## src/rtl/ivpu_defs.svh

```systemverilog
`ifndef IVPU_DEFS_SVH
`define IVPU_DEFS_SVH

// ----------------------------------------------------------------------------
// Vector bases and trap vectors
// ----------------------------------------------------------------------------
`define IVPU_VEC_BASE      16'h2000
`define IVPU_PTS_BASE      16'h2040
`define IVPU_VEC_UNIMPL    16'h2012
`define IVPU_VEC_SWTRAP    16'h2010
`define IVPU_VEC_UPPER_GAP 16'h0020

// ----------------------------------------------------------------------------
// Priorities
// ----------------------------------------------------------------------------
`define IVPU_PRIO_TOP      5'h1E
`define IVPU_PRIO_BOTTOM   5'h00
`define IVPU_PTS_PRIO_OFS  5'h0F

// ----------------------------------------------------------------------------
// Slot numbers (slot number is also the ordinary priority, except NMI slot 15 at 30)
// ----------------------------------------------------------------------------
`define IVPU_SLOT_NMI      4'hF
`define IVPU_SLOT_EXT      4'hE
`define IVPU_SLOT_RSVD     4'hD
`define IVPU_SLOT_URX      4'hC
`define IVPU_SLOT_UTX      4'hB
`define IVPU_SLOT_SP1      4'hA
`define IVPU_SLOT_SP0      4'h9
`define IVPU_SLOT_VB_ST    4'h8
`define IVPU_SLOT_VB_RX    4'h7
`define IVPU_SLOT_VB_TX    4'h6
`define IVPU_SLOT_ADC      4'h5
`define IVPU_SLOT_CC0      4'h4
`define IVPU_SLOT_CC1      4'h3
`define IVPU_SLOT_CC2      4'h2
`define IVPU_SLOT_CC3      4'h1
`define IVPU_SLOT_SHARED   4'h0

// ----------------------------------------------------------------------------
// Reset values
// ----------------------------------------------------------------------------
`define IVPU_PEND_RST      16'h0000
`define IVPU_SEL_RST       16'h0000

`endif

```

## src/rtl/ivpu_pkg.sv

```systemverilog
package ivpu_pkg;
  // Slot index 0..15
  typedef logic [3:0]  ivpu_slot_t;
  // Priority level 0..30
  typedef logic [4:0]  ivpu_prio_t;
  // Vector address
  typedef logic [15:0] ivpu_addr_t;
  // Kind of service delivered to the core
  typedef enum logic [1:0] {IVPU_KIND_IRQ, IVPU_KIND_PTS, IVPU_KIND_TRAP} ivpu_kind_t;
endpackage

```

## src/rtl/ivpu_ea_if.sv

```systemverilog
`timescale 1ns/1ps
`default_nettype none
// ----------------------------------------------------------------------------
// Event array link between arbiter and shared-source array
// ----------------------------------------------------------------------------
interface ivpu_ea_if #(parameter int EA_N = 14);
  logic                    shared_irq;  // Any enabled merged source pending
  logic [3:0]              prio_idx;    // Highest pending merged source
  logic [EA_N-1:0]         pend;        // Merged pending bits
  logic                    clr;         // Clear strobe from software side
  logic [3:0]              clr_idx;     // Index to clear
  modport arr  (output shared_irq, output prio_idx, output pend, input clr, input clr_idx);
  modport core (input shared_irq, input prio_idx, input pend, output clr, output clr_idx);
endinterface
`default_nettype wire

```

## src/rtl/ivpu_event_array.sv

```systemverilog
`timescale 1ns/1ps
`default_nettype none
module ivpu_event_array #(
  parameter int EA_N = 14
) (
  // Clock and reset
  input  wire logic        sys_clk,
  input  wire logic        reset_n,
  // Merged sources
  input  wire logic [EA_N-1:0] events,
  input  wire logic [EA_N-1:0] mask,
  // Link to arbiter
  ivpu_ea_if.arr           ea
);
  import ivpu_pkg::*;

  // Refuse sizes that the 4-bit index cannot serve
  if (EA_N < 1 || EA_N > 16) begin
    $error("EA_N must be 1..16");
  end

  logic [EA_N-1:0] pend_r;    // Merged pending bits
  logic [EA_N-1:0] pend_nxt;  // Next pending bits
  logic [3:0]      prio_r;    // Registered winner index
  logic [3:0]      prio_nxt;  // Next winner index

  // ----------------------------------------------------------------------------
  // Pending bits and sub-priority
  // ----------------------------------------------------------------------------
  // Clear first, then set, so a new event wins over a clear
  always_comb begin
    pend_nxt = pend_r;
    if (ea.clr && ea.clr_idx < EA_N) begin
      pend_nxt[ea.clr_idx] = 1'b0;
    end
    pend_nxt = pend_nxt | events;
    prio_nxt = 4'h0;
    // Higher index wins among the merged sources
    for (int i = 0; i < EA_N; i++) begin
      if (pend_r[i] && mask[i]) begin
        prio_nxt = 4'(i);
      end
    end
  end

  // Register state
  always_ff @(posedge sys_clk or negedge reset_n) begin
    if (!reset_n) begin
      pend_r <= '0;
      prio_r <= 4'h0;
    end else begin
      pend_r <= pend_nxt;
      prio_r <= prio_nxt;
    end
  end

  // Merge enabled sources into one request
  assign ea.shared_irq = |(pend_r & mask);
  assign ea.prio_idx   = prio_r;
  assign ea.pend       = pend_r;
endmodule
`default_nettype wire

```

## src/rtl/ivpu_top.sv

```systemverilog
`timescale 1ns/1ps
`default_nettype none
// How it works
// - Traps go first; then larger priority number wins, 30 to 0
// - External pin 203C, async receive 2038; 205C/2058
// - Capture channels 2008 down to 2002; 2048 down to 2042
// - Nonmaskable 203E, priority 30, no microcoded
// - Sync port 1: 2034 at 10, 2054 at 25
// - Sync port 0: 2032 at 9, 2052 at 24
// - Vehicle bus status 2030/2050, else reserved
// - Vehicle bus receive 200E/204E, else reserved
// - Vehicle bus transmit 200C/204C, else reserved
// - Converter done 200A/204A, else reserved
// - Many timer events merge into 2000/2040
// - Merged sources ordered by own sub-priority
// - Former slave port slots serve vehicle bus
// - Pending set on request, cleared when taken
// - Mask bit and global enable gate maskable
// - Select bit picks microcoded vector; count zero clears
`include "ivpu_defs.svh"
module ivpu_top #(
  parameter bit HAS_VEHICLE_BUS = 1'b1,
  parameter bit HAS_ADC         = 1'b1,
  parameter int EA_N            = 14
) (
  // Clock and reset
  input  wire logic                 sys_clk,
  input  wire logic                 reset_n,
  // Pins
  input  wire logic                 nmi_pin,
  input  wire logic                 external_pin_irq,
  // On-chip request pulses
  input  wire logic                 uart_rx_event,
  input  wire logic                 uart_tx_event,
  input  wire logic                 sync_port1_done,
  input  wire logic                 sync_port0_done,
  input  wire logic                 vehicle_bus_status_irq,
  input  wire logic                 vehicle_bus_receive_irq,
  input  wire logic                 vehicle_bus_transmit_irq,
  input  wire logic                 adc_done_irq,
  input  wire logic                 capture_compare_ch0_irq,
  input  wire logic                 capture_compare_ch1_irq,
  input  wire logic                 capture_compare_ch2_irq,
  input  wire logic                 capture_compare_ch3_irq,
  input  wire logic [EA_N-1:0]      event_array_events,
  input  wire logic [EA_N-1:0]      event_array_mask,
  input  wire logic                 event_array_clear,
  input  wire logic [3:0]           event_array_clear_idx,
  // Traps from the core
  input  wire logic                 trap_unimpl,
  input  wire logic                 trap_sw,
  // Mask, enable and service select
  input  wire logic [15:0]          irq_mask,
  input  wire logic                 global_enable,
  input  wire logic                 select_load,
  input  wire logic [15:0]          select_wdata,
  input  wire logic                 transfer_count_zero,
  // Vector handshake to the core
  output logic                      vec_valid,
  output ivpu_pkg::ivpu_addr_t      vec_addr,
  output ivpu_pkg::ivpu_prio_t      vec_prio,
  output ivpu_pkg::ivpu_kind_t      vec_kind,
  output ivpu_pkg::ivpu_slot_t      vec_slot,
  input  wire logic                 vec_ack,
  // State readback
  output logic [15:0]               irq_pending,
  output logic [15:0]               microcoded_service_select,
  output logic [7:0]                event_array_pending_lo,
  output logic [7:0]                event_array_pending_hi,
  output logic [3:0]                event_array_priority_vector
);
  import ivpu_pkg::*;

  // ----------------------------------------------------------------------------
  // Declarations
  // ----------------------------------------------------------------------------
  localparam logic [15:0] RSVD_MASK = 16'h2000
    | (HAS_VEHICLE_BUS ? 16'h0000 : 16'h01C0)
    | (HAS_ADC ? 16'h0000 : 16'h0020);       // Slots that never raise
  localparam logic [15:0] SEL_VALID = 16'h7FFF & ~RSVD_MASK;  // No microcoded NMI

  logic [1:0]  nmi_sync_r;      // Pin synchroniser
  logic [1:0]  ext_sync_r;      // Pin synchroniser
  logic        nmi_prev_r;      // Edge history
  logic        ext_prev_r;      // Edge history
  logic [15:0] pend_r;          // Pending bits
  logic [15:0] pend_nxt;
  logic [15:0] sel_r;           // Microcoded service select
  logic [15:0] sel_nxt;
  logic [1:0]  trap_r;          // Trap pending: [1] unimpl, [0] software
  logic [1:0]  trap_nxt;
  logic        valid_r;         // Vector output state
  logic        valid_nxt;
  ivpu_addr_t  addr_r;
  ivpu_addr_t  addr_nxt;
  ivpu_prio_t  prio_r;
  ivpu_prio_t  prio_nxt;
  ivpu_kind_t  kind_r;
  ivpu_kind_t  kind_nxt;
  ivpu_slot_t  slot_r;
  ivpu_slot_t  slot_nxt;
  ivpu_slot_t  last_pts_r;      // Slot of last microcoded service
  ivpu_slot_t  last_pts_nxt;
  logic [15:0] raw_req;         // Request pulses per slot
  logic [15:0] eligible;        // Pending and enabled
  logic [EA_N-1:0] ea_pend16;

  ivpu_ea_if #(.EA_N(EA_N)) ea ();

  // Refuse sizes that the two readback bytes cannot serve
  if (EA_N < 9 || EA_N > 16) begin
    $error("EA_N must be 9..16");
  end

  // ----------------------------------------------------------------------------
  // Shared event array
  // ----------------------------------------------------------------------------
  ivpu_event_array #(.EA_N(EA_N)) u_ea (
    .sys_clk (sys_clk),
    .reset_n (reset_n),
    .events  (event_array_events),
    .mask    (event_array_mask),
    .ea      (ea.arr)
  );
  // Software clears a merged source after reading the pending words
  assign ea.clr     = event_array_clear;
  assign ea.clr_idx = event_array_clear_idx;
  assign ea_pend16  = ea.pend;

  // ----------------------------------------------------------------------------
  // Pin synchronisers and edge history
  // ----------------------------------------------------------------------------
  always_ff @(posedge sys_clk or negedge reset_n) begin
    if (!reset_n) begin
      nmi_sync_r <= 2'h0;
      ext_sync_r <= 2'h0;
      nmi_prev_r <= 1'b0;
      ext_prev_r <= 1'b0;
    end else begin
      nmi_sync_r <= {nmi_sync_r[0], nmi_pin};
      ext_sync_r <= {ext_sync_r[0], external_pin_irq};
      nmi_prev_r <= nmi_sync_r[1];
      ext_prev_r <= ext_sync_r[1];
    end
  end

  // ----------------------------------------------------------------------------
  // Request map
  // ----------------------------------------------------------------------------
  // Old slave port slots 8..6 now carry the vehicle bus sources
  always_comb begin
    raw_req                   = 16'h0000;
    raw_req[`IVPU_SLOT_NMI]   = nmi_sync_r[1] && !nmi_prev_r;
    raw_req[`IVPU_SLOT_EXT]   = ext_sync_r[1] && !ext_prev_r;
    raw_req[`IVPU_SLOT_URX]   = uart_rx_event;
    raw_req[`IVPU_SLOT_UTX]   = uart_tx_event;
    raw_req[`IVPU_SLOT_SP1]   = sync_port1_done;
    raw_req[`IVPU_SLOT_SP0]   = sync_port0_done;
    raw_req[`IVPU_SLOT_VB_ST] = vehicle_bus_status_irq;
    raw_req[`IVPU_SLOT_VB_RX] = vehicle_bus_receive_irq;
    raw_req[`IVPU_SLOT_VB_TX] = vehicle_bus_transmit_irq;
    raw_req[`IVPU_SLOT_ADC]   = adc_done_irq;
    raw_req[`IVPU_SLOT_CC0]   = capture_compare_ch0_irq;
    raw_req[`IVPU_SLOT_CC1]   = capture_compare_ch1_irq;
    raw_req[`IVPU_SLOT_CC2]   = capture_compare_ch2_irq;
    raw_req[`IVPU_SLOT_CC3]   = capture_compare_ch3_irq;
    raw_req[`IVPU_SLOT_SHARED] = ea.shared_irq;
    // Reserved slots on smaller variants stay silent
    raw_req = raw_req & ~RSVD_MASK;
  end

  // ----------------------------------------------------------------------------
  // Arbitration and pending update
  // ----------------------------------------------------------------------------
  always_comb begin
    pend_nxt     = pend_r;
    sel_nxt      = sel_r;
    trap_nxt     = trap_r;
    last_pts_nxt = last_pts_r;
    valid_nxt    = 1'b0;
    addr_nxt     = addr_r;
    prio_nxt     = prio_r;
    kind_nxt     = kind_r;
    slot_nxt     = slot_r;
    // Taking a vector clears its pending bit
    if (vec_ack && valid_r) begin
      if (kind_r == IVPU_KIND_TRAP) begin
        trap_nxt[slot_r[0]] = 1'b0;
      end else begin
        pend_nxt[slot_r] = 1'b0;
        if (kind_r == IVPU_KIND_PTS) begin
          last_pts_nxt = slot_r;
        end
      end
    end
    // New requests win over the clear
    pend_nxt = pend_nxt | raw_req;
    trap_nxt = trap_nxt | {trap_unimpl, trap_sw};
    // Count reaching zero ends microcoded service of that slot
    if (transfer_count_zero) begin
      sel_nxt[last_pts_r] = 1'b0;
    end
    if (select_load) begin
      sel_nxt = select_wdata & SEL_VALID;
    end
    // Traps are instruction synchronous and go ahead of all levels
    if (trap_r != 2'h0) begin
      valid_nxt = !vec_ack;
      kind_nxt  = IVPU_KIND_TRAP;
      prio_nxt  = `IVPU_PRIO_BOTTOM;
      slot_nxt  = trap_r[1] ? 4'h1 : 4'h0;
      addr_nxt  = trap_r[1] ? `IVPU_VEC_UNIMPL : `IVPU_VEC_SWTRAP;
    end else begin
      for (int i = 0; i < 16; i++) begin
        if (eligible[i]) begin
          // Ascending scan: later higher levels override
          valid_nxt = !vec_ack;
          slot_nxt  = 4'(i);
          if (sel_r[i]) begin
            kind_nxt = IVPU_KIND_PTS;
            prio_nxt = 5'(i) + `IVPU_PTS_PRIO_OFS;
            addr_nxt = `IVPU_PTS_BASE + 16'(2 * i);
          end else begin
            kind_nxt = IVPU_KIND_IRQ;
            prio_nxt = 5'(i);
            // Slots 8 and up sit above the trap vectors
            addr_nxt = `IVPU_VEC_BASE + 16'(2 * i) + (i >= 8 ? `IVPU_VEC_UPPER_GAP : 16'h0000);
          end
          if (i == 15) begin
            prio_nxt = `IVPU_PRIO_TOP;
          end
        end
      end
    end
  end

  // Maskable slots need their mask bit and the global enable
  always_comb begin
    eligible = pend_r & irq_mask & {16{global_enable}};
    eligible[`IVPU_SLOT_NMI] = pend_r[`IVPU_SLOT_NMI];
    // Arbitrate by level: microcoded slots sit above every ordinary one except nonmaskable slot 15
    if ((eligible & sel_r) != 16'h0000) begin
      eligible = eligible & (sel_r | 16'h8000);
    end
  end

  // Register state
  always_ff @(posedge sys_clk or negedge reset_n) begin
    if (!reset_n) begin
      pend_r     <= `IVPU_PEND_RST;
      sel_r      <= `IVPU_SEL_RST;
      trap_r     <= 2'h0;
      last_pts_r <= 4'h0;
      valid_r    <= 1'b0;
      addr_r     <= 16'h0000;
      prio_r     <= 5'h00;
      kind_r     <= IVPU_KIND_IRQ;
      slot_r     <= 4'h0;
    end else begin
      pend_r     <= pend_nxt;
      sel_r      <= sel_nxt;
      trap_r     <= trap_nxt;
      last_pts_r <= last_pts_nxt;
      valid_r    <= valid_nxt;
      addr_r     <= addr_nxt;
      prio_r     <= prio_nxt;
      kind_r     <= kind_nxt;
      slot_r     <= slot_nxt;
    end
  end

  // ----------------------------------------------------------------------------
  // Outputs
  // ----------------------------------------------------------------------------
  assign vec_valid                   = valid_r;
  assign vec_addr                    = addr_r;
  assign vec_prio                    = prio_r;
  assign vec_kind                    = kind_r;
  assign vec_slot                    = slot_r;
  assign irq_pending                 = pend_r;
  assign microcoded_service_select   = sel_r;
  assign event_array_pending_lo      = ea_pend16[7:0];
  assign event_array_pending_hi      = 8'(ea_pend16[EA_N-1:8]);
  assign event_array_priority_vector = ea.prio_idx;
endmodule
`default_nettype wire

```

## config.mk

```make
export PLATFORM = sky130hd
export DESIGN_NAME = ivpu_top
export DESIGN_NICKNAME = d
export VERILOG_FILES = /design/src/rtl/ivpu_pkg.sv /design/src/rtl/ivpu_ea_if.sv /design/src/rtl/ivpu_event_array.sv /design/src/rtl/ivpu_top.sv
export VERILOG_INCLUDE_DIRS = /design/src /design/src/rtl
export SDC_FILE = /design/constraint.sdc
export NUM_CORES = 1
export LEC_CHECK = 0
export ABC_AREA = 1
export BUFFER_PORTS_ARGS = -buffer_cell sky130_fd_sc_hd__buf_2
export CAP_MARGIN = 30
export CORE_UTILIZATION = 45
export CTS_CLUSTER_SIZE = 16
export DETAILED_ROUTE_END_ITERATION = 8
export PLACE_DENSITY = 0.84
export SYNTH_ARGS = -nofsm -noshare
export SYNTH_HDL_FRONTEND = slang
export SYNTH_SLANG_ARGS = --single-unit
```

## constraint.sdc

```tcl
create_clock -name sys_clk -period 2.1 [get_ports sys_clk]
set_input_delay 0.42 -clock sys_clk [delete_from_list [all_inputs] [get_ports sys_clk]]
set_output_delay 0.42 -clock sys_clk [all_outputs]
set_load 0.05 [all_outputs]
```

# [Word-level counts from Yosys, hierarchy flattened]
# Index checks and enable logic that the tools add are counted.
[word_totals] register_bits=90 latchBits=0 ram_bits=0 rom_bits=0 inputBits=87 out_inout_bits=80 word_cells=236 mem_count=0
[op_classes] n_addsub=0 n_mul=0 div=0 magnitude_cmp=9 n_eq_ne=2 n_shift=0 n_mux=163 bitwise_logic=17 reduce_logical=30
[op_table] op="$mux 16" n=22
[op_table] op="$mux 5" n=31
[op_table] op="$mux 7" n=16
[op_table] op="$mux 4" n=24
[op_table] op="$and 16x16->16" n=4
[op_table] op="$mux 2" n=22
[op_table] op="$mux 1" n=39
[op_table] op="$not 16->16" n=2
[op_table] op="$and 15x15->15" n=2
[op_table] op="$and 14x14->14" n=2
[op_table] op="$logic_and 1x1->1" n=21
[op_table] op="$reduce_bool 17->1" n=1
[op_table] op="$or 16x16->16" n=1
[op_table] op="$reduce_bool 16->1" n=1
[op_table] op="$lt 4x5->1 const B" n=3
[op_table] op="$mux 14" n=1
[op_table] op="$not 14->14" n=1
[op_table] op="$or 14x14->14" n=1
[op_table] op="$reduce_or 14->1" n=1
[op_table] op="$demux 1 s4" n=3
[op_table] op="$ge 4x1->1 const B" n=3
[op_table] op="$mux 3" n=4
[op_table] op="$lt 4x4->1 const B" n=1
[op_table] op="$reduce_bool 2->1" n=2
[op_table] op="other kinds (11)" n=13

# [Logic depth before layout (Yosys ltp)]
[logic_depth] word_depth=22 mapped_depth=24 depth_no_buf=23

# [Cells and area by module]
# A second synthesis with hierarchy kept.
[unflattened] hier_cells=593 hier_area_um2=4505.6
[by_module_without_submodules] module="ivpu_top" n_inst=1 cells_per_inst=473 area_each_um2=3608.5 seq_area_each_um2=1476.4
[by_module_without_submodules] module="ivpu_event_array" n_inst=1 cells_per_inst=120 area_each_um2=897.1 seq_area_each_um2=450.4

# [Least setup slack after synthesis]
# Ideal clock, no wire load.
[synth_timing] path_kind="register to register" start="register pend_r[1], in the netlist irq_pending[1]" end="register prio_r[0], in the netlist vec_prio[0]" setup_ns=0.118 arrival_ns=2.216 t_required_ns=1.982 path_slack_ns=-0.233 path_stages_with_launch=18 n_path_buf=0 period_less_slack_ns=2.333 cell_sequence="dfrtp_1 nand4_4 nand2_1 nor2_1 nand2_2 nor2_8 inv_8 nor2_1 nor2_2 inv_2 nor2_2 nand2_1 nor4_4 nand2_4 nand2_2 nor2_1 nand2_1 nand2_1"
[synth_between] elab_chain_len=21 elab_cells_between_ends=23 classes_between="mux (17); bitwise (4); reduce/logical (2)"
[synth_rtl] element="start: declaration" line="ivpu_top.sv:86" text="logic [15:0] pend_r;"
[synth_rtl] element="start signal: assignment" line="ivpu_top.sv:250" text="pend_r <= `IVPU_PEND_RST;"
[synth_rtl] element="start signal: assignment" line="ivpu_top.sv:260" text="pend_r <= pend_nxt;"
[synth_rtl] element="$and 15x15->15 (*) (2 in series)" line="ivpu_top.sv:239" text="eligible = pend_r & irq_mask & {16{global_enable}};"
[synth_rtl] element="$and 16x16->16" line="ivpu_top.sv:242" text="if ((eligible & sel_r) != 16'h0000) begin"
[synth_rtl] element="$reduce_bool 16->1" line="ivpu_top.sv:242"
[synth_rtl] element="$mux 16 (*)" line="ivpu_top.sv:242"
[synth_rtl] element="$mux 5 (15 in series)" line="ivpu_top.sv:215" text="if (eligible[i]) begin"
[synth_rtl] element="$mux 5" line="ivpu_top.sv:207" text="if (trap_r != 2'h0) begin"
[synth_rtl] element="end signal: assignment" line="ivpu_top.sv:266" text="prio_r <= prio_nxt;"
[synth_rtl] element="end: declaration" line="ivpu_top.sv:96" text="ivpu_prio_t prio_r;"
# Every way passes the cells marked *; elsewhere a longest branch is shown, timed or not.
# A chain may end at the register's enable or synchronous reset.

# [Worst setup path after layout]
[layout_timing] start="register sel_r[14], in the netlist microcoded_service_select[14]" end="register kind_r[0], in the netlist vec_kind[0]"
[layout_between] elab_chain_len=19 elab_cells_between_ends=22 classes_between="mux (18); bitwise (2); reduce/logical (2)"
[layout_rtl] element="start: declaration" line="ivpu_top.sv:88" text="logic [15:0] sel_r;"
[layout_rtl] element="start signal: assignment" line="ivpu_top.sv:251" text="sel_r <= `IVPU_SEL_RST;"
[layout_rtl] element="start signal: assignment" line="ivpu_top.sv:261" text="sel_r <= sel_nxt;"
[layout_rtl] element="$and 16x16->16" line="ivpu_top.sv:242"
[layout_rtl] element="$reduce_bool 16->1" line="ivpu_top.sv:242"
[layout_rtl] element="$mux 16" line="ivpu_top.sv:242"
[layout_rtl] element="$mux 2 (15 in series)" line="ivpu_top.sv:215"
[layout_rtl] element="$mux 2" line="ivpu_top.sv:207"
[layout_rtl] element="end signal: assignment" line="ivpu_top.sv:267" text="kind_r <= kind_nxt;"
[layout_rtl] element="end: declaration" line="ivpu_top.sv:98" text="ivpu_kind_t kind_r;"
# Several ways; a longest one is shown, not always the timed one.

==> impl_results.html <==
<table>
<tr><th>Metric</th><th>Value</th></tr>
<tr><th colspan="2">Outcome</th></tr>
<tr><td>Result of the run</td><td>finished, violations left</td></tr>
<tr><td>Failing checks</td><td>negative setup slack</td></tr>
<tr><th colspan="2">Die</th></tr>
<tr><td>Number of rows created at floorplan</td><td>35</td></tr>
<tr><td>Vert. Die Dim</td><td>101 µm</td></tr>
<tr><td>Core Footprint</td><td>9330 µm²</td></tr>
<tr><td>I/O pin cnt</td><td>167</td></tr>
<tr><td>Total die area</td><td>10,200 µm²</td></tr>
<tr><td>Starting density of the core</td><td>47.1%</td></tr>
<tr><td>Die boundary width</td><td>101 µm</td></tr>
<tr><th colspan="2">Worst setup path</th></tr>
<tr><td>Req. time, crit path</td><td>2.36 ns</td></tr>
<tr><td>Reg-to-reg critical path startpoint</td><td>microcoded_service_select[14]</td></tr>
<tr><td>Setup Crit Path Kind</td><td>flip-flop to flip-flop</td></tr>
<tr><td>Logic depth of the worst register-to-register path</td><td>17</td></tr>
<tr><td>Critical Path Fanout Max</td><td>8</td></tr>
<tr><td>Kind of end point of the critical path</td><td>flip-flop</td></tr>
<tr><td>Setup slack, reg-to-reg</td><td>-0.31 ns</td></tr>
<tr><td>Worst setup path startpoint</td><td>microcoded_service_select[14]</td></tr>
<tr><td>Arrival time of data at the critical path endpoint</td><td>2.68 ns</td></tr>
<tr><td>Type of element launching the critical path</td><td>flip-flop</td></tr>
<tr><td>RR Endpoint</td><td>vec_kind[0]</td></tr>
<tr><th colspan="2">Logic synthesis</th></tr>
<tr><td>Register bit count reported by yosys</td><td>77</td></tr>
<tr><td>Number of standard cells after synthesis</td><td>590</td></tr>
<tr><td>Sequential-to-total area share from yosys stat</td><td>43.9%</td></tr>
<tr><td>Synthesized area per cell</td><td>7.44 µm²</td></tr>
<tr><td>Synth unique cells</td><td>39</td></tr>
<tr><td>Simple-Gate Fraction of Synth Area</td><td>33.9%</td></tr>
<tr><td>Parity-gate share of the synthesized area counting xor and xnor cells</td><td>0%</td></tr>
<tr><td>Area of the mapped netlist</td><td>4390 µm²</td></tr>
<tr><td>Compound-cell area share of the yosys netlist</td><td>11.5%</td></tr>
<tr><td>Post-synthesis async set-or-reset flop share</td><td>100%</td></tr>
<tr><td>Count of flip-flops with a built-in enable after synthesis</td><td>0</td></tr>
<tr><td>Synth warnings</td><td>0</td></tr>
<tr><td>Fraction of the mapped netlist area in adder cells</td><td>0%</td></tr>
<tr><td>Dominant combinational cell family by area after synthesis</td><td>simple AND/OR/NAND/NOR gates</td></tr>
<tr><td>Top_reg_cell synth</td><td>dfrtp_1</td></tr>
<tr><td>Proportion of synthesized area in mux cells</td><td>0%</td></tr>
<tr><th colspan="2">STA</th></tr>
<tr><td>Achievable clock frequency</td><td>0.414 GHz</td></tr>
<tr><td>Final number of setup-violating endpoints</td><td>14</td></tr>
<tr><td>Setup total negative slack</td><td>-3.19 ns</td></tr>
<tr><td>Number of pins exceeding their max-slew limit in the final report</td><td>0</td></tr>
<tr><td>Setup ws final</td><td>-0.315 ns</td></tr>
<tr><td>Unrepaired setup endpoints after global routing</td><td>true</td></tr>
<tr><td>Min Tclk post-route</td><td>2.41 ns</td></tr>
<tr><td>Fin Clk Skew</td><td>0.0179 ns</td></tr>
<tr><td>Fraction of the cycle the final worst path needs</td><td>115%</td></tr>
<tr><td>Hold violation total from the final report</td><td>0</td></tr>
<tr><th colspan="2">Clock tree</th></tr>
<tr><td>TritonCTS buffer count</td><td>9</td></tr>
<tr><td>Buffer type at the clock tree root</td><td>clkbuf_8</td></tr>
<tr><td>Worst skew pair latency</td><td>0.36 ns</td></tr>
<tr><td>Clock transition time at the flip-flop clock pins of the worst setup and hold paths</td><td>0.09 ns</td></tr>
<tr><td>CTS sink count</td><td>77</td></tr>
<tr><td>Longest Clk Path Bufs</td><td>2</td></tr>
<tr><td>Total number of H-tree levels</td><td>3</td></tr>
<tr><td>CTS tree</td><td>built</td></tr>
<tr><th colspan="2">Routing</th></tr>
<tr><td>Detailed-route DRC error count</td><td>0</td></tr>
<tr><td>Initial DRC Count</td><td>412</td></tr>
<tr><td>Vias per cell</td><td>5.33</td></tr>
<tr><td>Detailed Routing Iterations Pass 1</td><td>6</td></tr>
<tr><td>Routed vias</td><td>5,278</td></tr>
<tr><td>Mean routed wirelength per cell</td><td>16.6 µm</td></tr>
<tr><td>Overall routed net length</td><td>16.5 mm</td></tr>
<tr><td>Final antenna-violating net count</td><td>0</td></tr>
<tr><th colspan="2">Worst hold path</th></tr>
<tr><td>End point of the most critical hold path</td><td>nmi_sync_r[0]</td></tr>
<tr><td>Cell count of the worst hold path</td><td>1</td></tr>
<tr><td>Worst min path class</td><td>input pin to flip-flop</td></tr>
<tr><td>Hold path startpoint</td><td>nmi_pin</td></tr>
<tr><th colspan="2">Global routing</th></tr>
<tr><td>Overall track demand over capacity in global routing</td><td>33.0%</td></tr>
<tr><td>Maximum number of pins on one net before global-route repair</td><td>60</td></tr>
<tr><td>Global-route wire length before repair</td><td>24.9 mm</td></tr>
<tr><td>Antenna violations before repair</td><td>0</td></tr>
<tr><td>Remaining global-route overflow</td><td>0</td></tr>
<tr><td>Via count of the first global-routing pass</td><td>4,937</td></tr>
<tr><th colspan="2">Final layout</th></tr>
<tr><td>Final instance area</td><td>6620 µm²</td></tr>
<tr><td>Proportion of layout cells with a drive suffix above 1</td><td>45.7%</td></tr>
<tr><td>Nets</td><td>944</td></tr>
<tr><td>Filler cell count in the final layout</td><td>758</td></tr>
<tr><td>Antenna cells</td><td>0</td></tr>
<tr><td>Area of all sequential standard cells</td><td>1970 µm²</td></tr>
<tr><td>Area overhead of the layout relative to synthesis</td><td>50.8%</td></tr>
<tr><td>Combined area of the multi-input logic cells</td><td>2280 µm²</td></tr>
<tr><th colspan="2">Place</th></tr>
<tr><td>Number of buffers inserted by port buffering</td><td>152</td></tr>
<tr><td>Half-perimeter wire length of the detailed placement result</td><td>12.5 mm</td></tr>
<tr><td>Post-detailed-placement cell area</td><td>5980 µm²</td></tr>
<tr><td>GPL Wtd Cong</td><td>0.961</td></tr>
<tr><th colspan="2">Pwr</th></tr>
<tr><td>Power Dens Cells</td><td>601 nW/µm²</td></tr>
<tr><td>Leakage power summed over all cells</td><td>3.52 nW</td></tr>
<tr><td>Worst vdd ir</td><td>0.498 mV</td></tr>
<tr><th colspan="2">Run</th></tr>
<tr><td>Number of maximum-capacitance constraint violations</td><td>0</td></tr>
</table>
-- final cells by class --
class,count,share of cell area [%]
timing repair inverter,1,0.246
multi-input combinational,421,34.4
clock inverter,4,1.10
tap,129,2.44
clock buffer,12,2.19
inverter,80,4.72
timing repair buffer,267,25.2
sequential,77,29.7
-- cell families (layout without fill, tap and decap cells) --
family | count (synthesis) | in the layout
DFF | 77 | 77
AOI/OAI and AO/OA | 82 | 82
other | 1 | 11
buffers and inverters | 102 | 364
and+or+nand+nor | 328 | 328
-- registers in the layout, summed over array words and instances (netlist names), 3 cells and up --
| name | cells |
|---|---|
| u_ea.ea.prio_idx | 4 |
| vec_slot | 4 |
| u_ea.ea.pend | 14 |
| irq_pending | 16 |
| vec_prio | 5 |
| last_pts_r | 4 |
| microcoded_service_select | 16 |
| vec_addr | 3 |
-- worst max-delay path by stage --
stage | end | slack, ns | cells after the start
after floorplan | vec_kind[0] | -0.07 | 22
after global placement | vec_kind[0] | -0.57 | 18
after detailed placement | vec_kind[0] | -0.62 | 18
after CTS | vec_prio[0] | -0.15 | 24
after global routing | vec_slot[0] | -0.49 | 23
final | vec_kind[0] | -0.31 | 17
-- worst max-delay path: stages, from the launching register on --
cell	delay (ns)
dfrtp_2	0.40
nand4_1	0.13
nand2_1	0.13
nor2_2	0.05
nand2_2	0.10
nor2_8	0.06
inv_8	0.08
nor2_4	0.04
nor2_4	0.13
inv_2	0.06
nor2_4	0.12
nand2_2	0.08
nor4_4	0.39
nand2_4	0.18
nand2_4	0.16
nor2_2	0.06
nand2_1	0.06
nand2_1	0.05
-- through the flow --
step	hold WS [ns]	setup slack, ns	utilization (%)	instances	total power (W)
4_1_cts	0.156	-0.153	68.2	981	0.00390
3_5_place_dp	0.330	-0.617	64.1	954	0.00259
5_1_grt	0.154	-0.492	71.0	991	0.00416
3_3_place_gp	0.332	-0.570	64.1	954	0.00257
2_1_floorplan	0.124	-0.0668	-	600	0.00219
6_report	0.173	-0.315	71.0	991	0.00398
-- power breakdown --
| part | total [W] | internal (W) | leakage (nW) | switching (W) |
|---|---|---|---|---|
| sequential | 0.00157 | 0.00153 | 0.815 | 0.0000384 |
| combinational | 0.00113 | 0.000419 | 2.60 | 0.000714 |
| clock | 0.00128 | 0.000702 | 0.107 | 0.000578 |
| total | 0.00398 | 0.00265 | 3.52 | 0.00133 |
-- synthesized netlist by cell type, types with 2 or more instances --
| cell | number | area (µm²) |
|---|---|---|
| o21bai_1 | 3 | 22.5 |
| nand2_1 | 178 | 668 |
| o311ai_0 | 3 | 26.3 |
| clkbuf_1 | 5 | 18.8 |
| nor4_1 | 2 | 12.5 |
| nor2_4 | 2 | 22.5 |
| nor3_1 | 11 | 55.1 |
| nand4_1 | 21 | 131 |
| a21oi_1 | 6 | 30.0 |
| o31ai_1 | 5 | 37.5 |
| nor2_1 | 52 | 195 |
| inv_1 | 72 | 270 |
| nand2_2 | 5 | 31.3 |
| inv_2 | 6 | 22.5 |
| a31oi_1 | 3 | 18.8 |
| nor2_2 | 15 | 93.8 |
| nand3_1 | 35 | 175 |
| o21ai_0 | 38 | 190 |
| buf_4 | 16 | 120 |
| nand4_2 | 2 | 25.0 |
| o211ai_1 | 7 | 52.6 |
| a21o_1 | 10 | 75.1 |
| dfrtp_1 | 77 | 1930 |
-- placed cells by master, fill, tap and decap left out, types with 2 or more instances in the layout --
| cell | instances |
|---|---|
| nor4_1 | 2 |
| nand3_2 | 6 |
| o21bai_1 | 3 |
| o21ai_1 | 3 |
| nand4_2 | 2 |
| nand4_1 | 21 |
| inv_1 | 68 |
| clkbuf_8 | 10 |
| nor2_4 | 17 |
| o31ai_1 | 4 |
| buf_6 | 4 |
| nor3_2 | 2 |
| o311ai_0 | 3 |
| bufinv_16 | 2 |
| conb_1 | 11 |
| a31oi_1 | 3 |
| dfrtp_2 | 32 |
| o211ai_1 | 7 |
| buf_2 | 150 |
| nand3_1 | 29 |
| a21o_1 | 10 |
| dfrtp_1 | 45 |
| nor2_1 | 40 |
| o21ai_0 | 30 |
| buf_4 | 110 |
| nor3_1 | 9 |
| nand2_2 | 12 |
| nand2_1 | 167 |
| o21ai_2 | 7 |
| buf_12 | 2 |
| nand2_4 | 5 |
| a21oi_1 | 5 |
| inv_2 | 10 |
| clkbuf_1 | 2 |
| nor2_2 | 12 |
-- timing repair --
item                       in CTS  in global routing
buffers inserted                9                 10
pin swaps                       9                 26
setup endpoints to repair      14                 15
hold endpoints to repair       18                  0
resized for setup              17                 59
gates cloned                    1                  0
hold buffers                    1                  0
-- per-layer routing --
metal | wire, µm | track usage [%] | up-vias
li1 | - | - | 2427
met1 | 6640 | 43.7 | 2427
met2 | 7570 | 53.2 | 370
met3 | 1770 | 7.91 | 54
met4 | 502 | 11.0 | 0
met5 | 0 | 0 | -
Note: power is estimated with default switching activity, not from simulation.
